`src/verilog/e1ai_pkg.sv`:
```
// constants, register map and carrier types for the e1 receive alarm/interrupt block
// assumes a 25 MHz MCLK and status/strobe inputs synchronous to it
// Behaviour
// - all registers held reset when block disabled
// - interrupt on interworking or loss status change when enabled
// - interrupt when frame alignment position moves
// - separate enables for three alignment error events
// - interrupt on alarm status change when enabled
// - zero si bit frames 13/15 flags febe
// - crc mismatch sets crc error flag only while crc multiframe enabled
// - change flags set on both edges
// - error flags stay set until register read
// - flags latch regardless of enable bits
// - reading indication register clears it and interrupt
// - interworking state follows interworking mode
// - loss states follow alignment loss and regain
// - offline state set while offline framer hunts
// - a high, e low for 10 ms
// - e high over 990/1000 for 5 seconds
// - link id when two of three sa7 zero
// - remote alarm from a bit, criterion, four frames
// - multiframe alarm after three y ones
// - low density per 512 bits, criterion select
// - red after 100 ms loss, clears likewise
// - ais after 100 ms all-ones loss, clears likewise
// - crc multiframe disabled forces crc indications zero
package e1ai_pkg;
   localparam logic [7:0] ADR_ALM_EN = 8'h93;
   localparam logic [7:0] ADR_FRM_IND = 8'h94;
   localparam logic [7:0] ADR_ALM_IND = 8'h95;
   localparam logic [7:0] ADR_FRM_STS = 8'h96;
   localparam logic [7:0] ADR_ALM_STS = 8'h97;
   localparam logic [7:0] ALM_EN_RESET = 8'h00;
   // framing status / indication bit positions
   localparam int B_IW = 7;
   localparam int B_OOF = 6;
   localparam int B_OOSMF = 5;
   localparam int B_OOCMF = 4;
   localparam int B_MOVE = 3;
   localparam int B_FER = 2;
   localparam int B_SMFER = 1;
   localparam int B_CMFER = 0;
   // alarm status / indication bit positions
   localparam int B_RAI = 7;
   localparam int B_RMAI = 6;
   localparam int B_LOW_DENSITY_DETECT = 5;
   localparam int B_RED = 3;
   localparam int B_AIS = 2;
   localparam int B_FEBE = 1;
   localparam int B_CRCE = 0;
   // bits forced to zero while crc multiframing is off
   localparam logic [7:0] FRM_CRC_MASK = 8'h91;
   localparam logic [7:0] STS_CRC_MASK = 8'h96;
   localparam logic [7:0] ALM_CRC_MASK = 8'h03;
   // timing
   localparam int CLK_PERIOD_NS = 40;
   localparam int T_MS_NS = 1000000;
   localparam int MS_CYCLES = T_MS_NS / CLK_PERIOD_NS;
   localparam int T_RAICCRC_MS = 10;
   localparam int T_PERSIST_MS = 100;
   localparam int T_SECOND_MS = 1000;
   localparam int FEBE_GOOD_MIN = 990;
   localparam int CFEBE_SECONDS = 5;
   localparam int AIS_PERIOD_BITS = 512;
   localparam int AIS_ZERO_LIMIT = 3;
   localparam int RAI_RUN = 4;
   localparam int RMAI_RUN = 3;

   typedef struct packed {
      logic frame_loss, sig_mf_loss, crc_mf_loss, interworking, offline_search;
      logic alignment_move, frame_error, sig_mf_error, crc_mf_error, crc_mismatch;
      logic nfas_strobe, a_bit;   // a bit once per nfas frame
      logic si_strobe, si_bit;    // e bit of frames 13 and 15
      logic y_strobe, y_bit;      // y bit once per signaling multiframe
      logic sa7_strobe, sa7_bit;
      logic bit_strobe, bit_data; // every received line bit
   } e1ai_rx_t;

   typedef struct packed {
      logic [7:0] alm_en, frm_ind, alm_ind, frm_sts, alm_sts, rdata;
      logic [15:0] ms_cnt;
      logic [1:0] a_run, y_run, zeros;
      logic [8:0] bit_cnt;
      logic low_prev, a_last, e_last;
      logic [9:0] sec_ms, e_hi;
      logic [2:0] good_secs, sa7_hist;
      logic [6:0] red_ms, ais_ms;
      logic [3:0] rc_ms;
   } e1ai_state_t;
endpackage : e1ai_pkg

```
`src/verilog/e1ai_core.sv`:
```
// e1 receive alarm detection, sticky indications and interrupt request
// assumes rx strobes are single-cycle and the register port is driven synchronously
module e1ai_core #(
   parameter int MS_CYC = e1ai_pkg::MS_CYCLES
) (
   input wire logic MCLK,
   input wire logic RESET,
   input wire logic LINE_STANDARD_SELECT,
   input wire logic UNFRAMED_OPTION,
   input wire logic CRC_MULTIFRAME_ENABLE,
   input wire logic REMOTE_ALARM_CRITERION,
   input wire logic LOW_DENSITY_CRITERION,
   input wire logic [7:0] FRAMING_INT_EN,
   input wire e1ai_pkg::e1ai_rx_t RX,
   input wire logic [7:0] ADDR,
   input wire logic WR,
   input wire logic RD,
   input wire logic [7:0] WDATA,
   output logic [7:0] RDATA,
   output logic INTERRUPT_REQUEST_N
);
   import e1ai_pkg::*;

   if (MS_CYC < 1 || MS_CYC > 65535) begin : g_bad_ms
      $error("MS_CYC out of range");
   end

   e1ai_state_t s_r, s_nxt;
   logic hold, tick, crc_multiframe_enable, low, sec_end;
   logic [7:0] fs, as, set_f, set_a;
   logic [1:0] zeros_now;
   logic [7:0] red_step, ais_step;

   ////////////////////////////////////////////////////////////////
   // persistence timer: state flips after cond differs for T_PERSIST_MS ms
   function automatic logic [7:0] persist(input logic cond, input logic st, input logic [6:0] cnt,
                                          input logic tk);
      logic [6:0] c;
      c = cnt;
      if (cond == st) begin
         return {st, 7'h00};
      end
      if (tk) begin
         c = cnt + 7'h01;
      end
      if (c == 7'(T_PERSIST_MS)) begin
         return {cond, 7'h00};
      end
      return {st, c};
   endfunction : persist

   ////////////////////////////////////////////////////////////////
   // next state
   always_comb begin
      s_nxt = s_r;
      hold = !LINE_STANDARD_SELECT || UNFRAMED_OPTION;
      crc_multiframe_enable = CRC_MULTIFRAME_ENABLE;
      tick = (s_r.ms_cnt == 16'(MS_CYC - 1));
      s_nxt.ms_cnt = tick ? 16'h0000 : s_r.ms_cnt + 16'h0001;

      // raicc: a high and e low held for 10 ms
      if (!(s_r.a_last && !s_r.e_last && crc_multiframe_enable)) begin
         s_nxt.rc_ms = 4'h0;
      end else if (tick && s_r.rc_ms != 4'(T_RAICCRC_MS)) begin
         s_nxt.rc_ms = s_r.rc_ms + 4'h1;
      end

      // continuous febe: count e=1 per second, then a run of good seconds
      sec_end = tick && (s_r.sec_ms == 10'(T_SECOND_MS - 1));
      if (RX.si_strobe) begin
         s_nxt.e_last = RX.si_bit;
         if (RX.si_bit && s_r.e_hi != 10'h3ff) begin
            s_nxt.e_hi = s_r.e_hi + 10'h001;
         end
      end
      if (tick) begin
         s_nxt.sec_ms = sec_end ? 10'h000 : s_r.sec_ms + 10'h001;
      end
      if (sec_end) begin
         if (s_r.e_hi > 10'(FEBE_GOOD_MIN)) begin
            if (s_r.good_secs != 3'(CFEBE_SECONDS)) begin
               s_nxt.good_secs = s_r.good_secs + 3'h1;
            end
         end else begin
            s_nxt.good_secs = 3'h0;
         end
         s_nxt.e_hi = 10'h000;
      end

      // link id: majority of zeros in the last three sa7 bits
      if (RX.sa7_strobe) begin
         s_nxt.sa7_hist = {s_r.sa7_hist[1:0], RX.sa7_bit};
      end

      // remote alarm, sampled on each nfas frame (every two frames)
      if (RX.nfas_strobe) begin
         s_nxt.a_last = RX.a_bit;
         if (RX.a_bit) begin
            s_nxt.alm_sts[B_RAI] = s_r.alm_sts[B_RAI] || !REMOTE_ALARM_CRITERION
                                   || (s_r.a_run == 2'(RAI_RUN - 1));
            s_nxt.a_run = (s_r.a_run == 2'h3) ? 2'h3 : s_r.a_run + 2'h1;
         end else begin
            s_nxt.alm_sts[B_RAI] = 1'b0;
            s_nxt.a_run = 2'h0;
         end
      end

      // remote multiframe alarm, once per signaling multiframe (16 frames)
      if (RX.y_strobe) begin
         if (RX.y_bit) begin
            s_nxt.alm_sts[B_RMAI] = s_r.alm_sts[B_RMAI] || (s_r.y_run == 2'(RMAI_RUN - 1));
            s_nxt.y_run = (s_r.y_run == 2'h3) ? 2'h3 : s_r.y_run + 2'h1;
         end else begin
            s_nxt.alm_sts[B_RMAI] = 1'b0;
            s_nxt.y_run = 2'h0;
         end
      end

      // low density: zeros counted, saturating at the limit, per 512-bit period
      zeros_now = s_r.zeros;
      low = 1'b0;
      if (RX.bit_strobe) begin
         if (!RX.bit_data && s_r.zeros != 2'(AIS_ZERO_LIMIT)) begin
            zeros_now = s_r.zeros + 2'h1;
         end
         s_nxt.zeros = zeros_now;
         s_nxt.bit_cnt = s_r.bit_cnt + 9'h001;
         if (s_r.bit_cnt == 9'(AIS_PERIOD_BITS - 1)) begin
            low = (zeros_now < 2'(AIS_ZERO_LIMIT));
            if (!LOW_DENSITY_CRITERION || low == s_r.low_prev) begin
               s_nxt.alm_sts[B_LOW_DENSITY_DETECT] = low;
            end
            s_nxt.low_prev = low;
            s_nxt.zeros = 2'h0;
         end
      end

      // red and ais persistence, timed in ms ticks
      red_step = persist(RX.frame_loss, s_r.alm_sts[B_RED], s_r.red_ms, tick);
      ais_step = persist(RX.frame_loss && s_r.alm_sts[B_LOW_DENSITY_DETECT], s_r.alm_sts[B_AIS], s_r.ais_ms, tick);
      s_nxt.alm_sts[B_RED] = red_step[7];
      s_nxt.red_ms = red_step[6:0];
      s_nxt.alm_sts[B_AIS] = ais_step[7];
      s_nxt.ais_ms = ais_step[6:0];
      as = s_nxt.alm_sts;

      // framing status mirrors the aligner, crc-related bits gated off
      fs = {RX.interworking, RX.frame_loss, RX.sig_mf_loss, RX.crc_mf_loss,
            RX.offline_search, s_r.rc_ms == 4'(T_RAICCRC_MS),
            s_r.good_secs == 3'(CFEBE_SECONDS),
            (!s_r.sa7_hist[0] && !s_r.sa7_hist[1]) || (!s_r.sa7_hist[0] && !s_r.sa7_hist[2])
            || (!s_r.sa7_hist[1] && !s_r.sa7_hist[2])};
      if (!crc_multiframe_enable) begin
         fs = fs & ~STS_CRC_MASK;
      end
      s_nxt.frm_sts = fs;

      // sticky events: change of either polarity or single error events
      set_f = {(fs[7:4] ^ s_r.frm_sts[7:4]), RX.alignment_move, RX.frame_error,
               RX.sig_mf_error, RX.crc_mf_error};
      set_a = {(as[7:5] ^ s_r.alm_sts[7:5]), 1'b0, (as[3:2] ^ s_r.alm_sts[3:2]),
               RX.si_strobe && !RX.si_bit, RX.crc_mismatch};
      if (!crc_multiframe_enable) begin
         set_f = set_f & ~FRM_CRC_MASK;
         set_a = set_a & ~ALM_CRC_MASK;
      end

      // a read clears, but an event in the same cycle wins
      s_nxt.frm_ind = ((RD && ADDR == ADR_FRM_IND) ? 8'h00 : s_r.frm_ind) | set_f;
      s_nxt.alm_ind = ((RD && ADDR == ADR_ALM_IND) ? 8'h00 : s_r.alm_ind) | set_a;
      if (!crc_multiframe_enable) begin
         s_nxt.frm_ind = s_nxt.frm_ind & ~FRM_CRC_MASK;
         s_nxt.alm_ind = s_nxt.alm_ind & ~ALM_CRC_MASK;
      end

      // register port; reserved enable bit stored as written, kept 0 by software
      if (WR && ADDR == ADR_ALM_EN) begin
         s_nxt.alm_en = WDATA;
      end
      if (RD) begin
         case (ADDR)
            ADR_ALM_EN: s_nxt.rdata = s_r.alm_en;
            ADR_FRM_IND: s_nxt.rdata = s_r.frm_ind;
            ADR_ALM_IND: s_nxt.rdata = s_r.alm_ind;
            ADR_FRM_STS: s_nxt.rdata = s_r.frm_sts;
            ADR_ALM_STS: s_nxt.rdata = s_r.alm_sts & 8'hec;
            default: s_nxt.rdata = 8'h00;
         endcase
      end

      // block disabled: everything held in reset
      if (hold) begin
         s_nxt = '0;
         s_nxt.alm_en = ALM_EN_RESET;
      end
   end

   ////////////////////////////////////////////////////////////////
   // state register
   always_ff @(posedge MCLK) begin
      if (RESET) begin
         s_r <= '0;
      end else begin
         s_r <= s_nxt;
      end
   end

   // request follows flags directly so a clearing read drops it at once
   assign RDATA = s_r.rdata;
   assign INTERRUPT_REQUEST_N = !(|(s_r.frm_ind & FRAMING_INT_EN) | |(s_r.alm_ind & s_r.alm_en));
endmodule : e1ai_core

```
`config.mk`:
```
export PLATFORM = sky130hd
export DESIGN_NAME = e1ai_core
export DESIGN_NICKNAME = d
export VERILOG_FILES = /design/src/verilog/e1ai_pkg.sv /design/src/verilog/e1ai_core.sv
export SDC_FILE = /design/constraint.sdc
export NUM_CORES = 1
export LEC_CHECK = 0
export ABC_AREA = 0
export BUFFER_PORTS_ARGS = -buffer_cell sky130_fd_sc_hd__buf_2
export CAP_MARGIN = 5
export CORE_MARGIN = 8
export CORE_UTILIZATION = 31
export DETAILED_ROUTE_END_ITERATION = 8
export RECOVER_POWER = 50
export SLEW_MARGIN = 20
export SYNTH_ARGS = -nofsm -noshare
export SYNTH_HDL_FRONTEND = slang
export SYNTH_SLANG_ARGS = --single-unit
```
`constraint.sdc`:
```
create_clock -name MCLK -period 4.3 [get_ports MCLK]
set_input_delay 0.43 -clock MCLK [delete_from_list [all_inputs] [get_ports MCLK]]
set_output_delay 0.43 -clock MCLK [all_outputs]
set_load 0.005 [all_outputs]
```
==> run_results.csv <==
group,metric,value,unit
status,status,"finished with violations",
status,violations,"max-capacitance violations, max-slew violations",
synthesis,ys_warn_count,0,
synthesis,ys_seq_elements,122,
cts,clock_latency,0.41,ns
place,placed_area,6180,um^2
sta,fin_tns_setup,0,ns
floorplan,die_h,152,um
power_and_ir_drop,p_leak,2.34,nW
synthesis,synthTopCellsByArea,"dfxtp_1 (43%), nor2_1 (6.3%), xor2_1 (4.4%), xnor2_1 (4.1%), nand2_1 (3.5%)",
critical_path,start_kind,"flop",
synthesis,synth_edf_count,0,
layout,design_area,6730,um^2
layout,ff_latch_area,2440,um^2
synthesis,syn_inst,644,
sta,relSlewSlack,-61.4,%
sta,rsz0062_at_grt,"no",
place,hpwl,9.12,mm
run,cap_violations,1,
cts,numCtsBuffers,17,
layout,n_fill_cell,1818,
min_path,worstHoldStart,"RX[14]",
sta,setup_slack,1.75,ns
place,dp_slack,1.75,ns
floorplan,io_pins,62,
sta,period_needed,2.55,ns
layout,area_delta_synth_final,17.3,%
global_route,grt_max_degree,51,
sta,min_period_over_period,59.2,%
route,met1Wirelength,6.46,mm
floorplan,die_w,152,um
sta,setup_viol,0,
route,vias,4570,
floorplan,start_util,31.7,%
route,firstDrtPassIters,4,
min_path,hp-class,"input pin to flop",
cts,cts_tree,"done",
power_and_ir_drop,peakVddDrop,0.000197,V
layout,nNetsFinal,758,
layout,drive_gt1_share,14.2,%
cts,hold_buffers,0,
route,drc,0,
cts,htree_num_levels,4,
cts,ctsResizeCount,0,
cts,cts_root_buf,"clkbuf_16",
cts,clock_path_buffers,2,
sta,fmax,393,MHz
sta,hold_viol,0,
route,vias_per_cell,4.89,
critical_path,required,4.64,ns
synthesis,yosys.cell_types.count,60,
route,routed.top_layer,"met4",
place,placed_cells,902,
route,drtAntennaViolNets,0,
floorplan,coreArea,18100,um^2
route,drt_iter0_markers,256,
layout,instances_no_fill,934,
synthesis,yosysTopAreaCellShare,42.6,%
critical_path,crit_start,"s_r[62]",
global_route,grt_pass1_vias,4321,
sta,maxSlewViolCount,51,
cts,post-cts-setup-buffers,0,
cts,clk_pin_slew,0.06,ns
route,dr_wl_met2,5.58,mm
sta,whs,0.241,ns
synthesis,synth.net_count,710,
critical_path,r2r_start,"s_r[62]",
floorplan,row_count,49,
layout,num_antenna_cells,0,
global_route,antenna_found_initial,0,
synthesis,ys.flop_type,"dfxtp_1",
synthesis,avgSynthCellArea,8.91,um^2
route,wl_per_cell,13.7,um
place,port_buffers,61,
critical_path,crit_type,"flop to flop",
synthesis,syn_area,5740,um^2
power_and_ir_drop,power_density,390,nW/um^2
floorplan,die-area,23100,um^2
synthesis,postSynth.asyncResetShare,0,%
route,route.met3.wl,588,um
layout,multi_input_area,3050,um^2
critical_path,cp-end-kind,"flop",
critical_path,worstPathMaxFanout,20,
sta,tightest_slew,2.42,ns
synthesis,synth.largest_area_cell,"dfxtp_1",
route,wl,12.8,mm
sta,fin_skew,0.00899,ns
place,gp_congestion,0.787,
global_route,grt_pass1_wl,21.8,mm
global_route,grtUsageTotal,11.5,%
cts,cts.sink_count,122,
global_route,grt-ovfl-total,0,
critical_path,arrival,2.89,ns
synthesis,seq_area_frac_synth,42.6,%
-- sequential cells by signal, summed over array words and instances (netlist names) --
| signal | cells |
|---|---|
| s_r | 114 |
| RDATA | 8 |
-- report_power, final --
group	total [W]	switching, W	internal [W]
registers	0.00114	0.00000583	0.00114
clock network	0.00139	0.000531	0.000860
logic	0.0000904	0.0000512	0.0000392
-- metrics by stage --
step	power (W)	util (%)
floorplan	0.00122	-
global placement	0.00126	34.2
detailed placement	0.00126	34.2
CTS	0.00267	37.4
global route	0.00273	37.2
finish	0.00263	37.2
-- layer usage --
layer,GRT usage [%],vias up
met5,0,-
met4,4.33,0
met3,3.91,15
met2,17.0,98
met1,15.1,2096
li1,-,2361
-- critical path, cell delays in order (launching register included) --
cell and delay, ns:
dfxtp_1 0.35, ha_1 0.23, and3_1 0.24, nand4_1 0.09
clkbuf_1 0.36, or4b_1 0.63, a22oi_2 0.35, mux2i_1 0.22
-- cells in the mapped netlist (3+ instances only) --
| cell | number |
|---|---|
| a211oi_1 | 9 |
| a21oi_1 | 38 |
| a22oi_1 | 13 |
| a31oi_1 | 6 |
| and2_1 | 6 |
| and3_1 | 9 |
| and4_1 | 5 |
| buf_2 | 5 |
| buf_4 | 8 |
| clkbuf_1 | 19 |
| dfxtp_1 | 122 |
| ha_1 | 13 |
| inv_1 | 18 |
| mux2i_1 | 19 |
| mux4_2 | 5 |
| nand2_1 | 53 |
| nand2b_1 | 4 |
| nand3_1 | 15 |
| nand4_1 | 22 |
| nand4b_1 | 5 |
| nor2_1 | 96 |
| nor2b_1 | 6 |
| nor3_1 | 15 |
| nor3b_1 | 7 |
| nor4_2 | 3 |
| nor4b_1 | 3 |
| o21ai_0 | 19 |
| or3_1 | 6 |
| xnor2_1 | 27 |
| xor2_1 | 29 |
-- cells in the final DEF, fill, tap and decap left out, types with 7 or more instances in the layout --
cell type	instances
a211oi_1	9
a21oi_1	38
a22oi_1	13
and3_1	9
buf_2	53
clkbuf_1	14
clkbuf_16	17
dfxtp_1	122
ha_1	13
inv_1	18
mux2i_1	19
nand2_1	53
nand3_1	15
nand4_1	22
nor2_1	96
nor3_1	15
nor3b_1	7
o21ai_0	19
xnor2_1	27
xor2_1	29
-- path summary, 6_finish.rpt --
kind	endpoint	slack, ns	cells after the start
max	s_r[88]	1.75	7
min	s_r[113]	0.24	3
max reg2reg	s_r[88]	1.75	7
min reg2reg	s_r[62]	0.45	1
-- cell families (layout without fill, tap and decap cells) --
kind of cell,after synthesis,count (layout),synth area share [%]
AO/OA/AOI/OAI,99,99,10.9
XOR/XNOR,56,56,8.55
adder cells (fa/ha/maj),14,14,3.01
buffers and inverters,53,114,4.27
flip-flops,122,122,42.6
multiplexers,24,24,5.28
AND/OR/NAND/NOR,276,276,25.4
-- final cells by class --
cell class                 instances  share of cell area (%)
clock buffer                      20                    6.49
multi-input combinational        469                    45.3
inverter                          18                    1.00
sequential                       122                    36.3
tap                              229                    4.26
clock inverter                    12                    2.10
timing repair buffer              64                    4.55
Note: power is estimated with default switching activity, not from simulation.
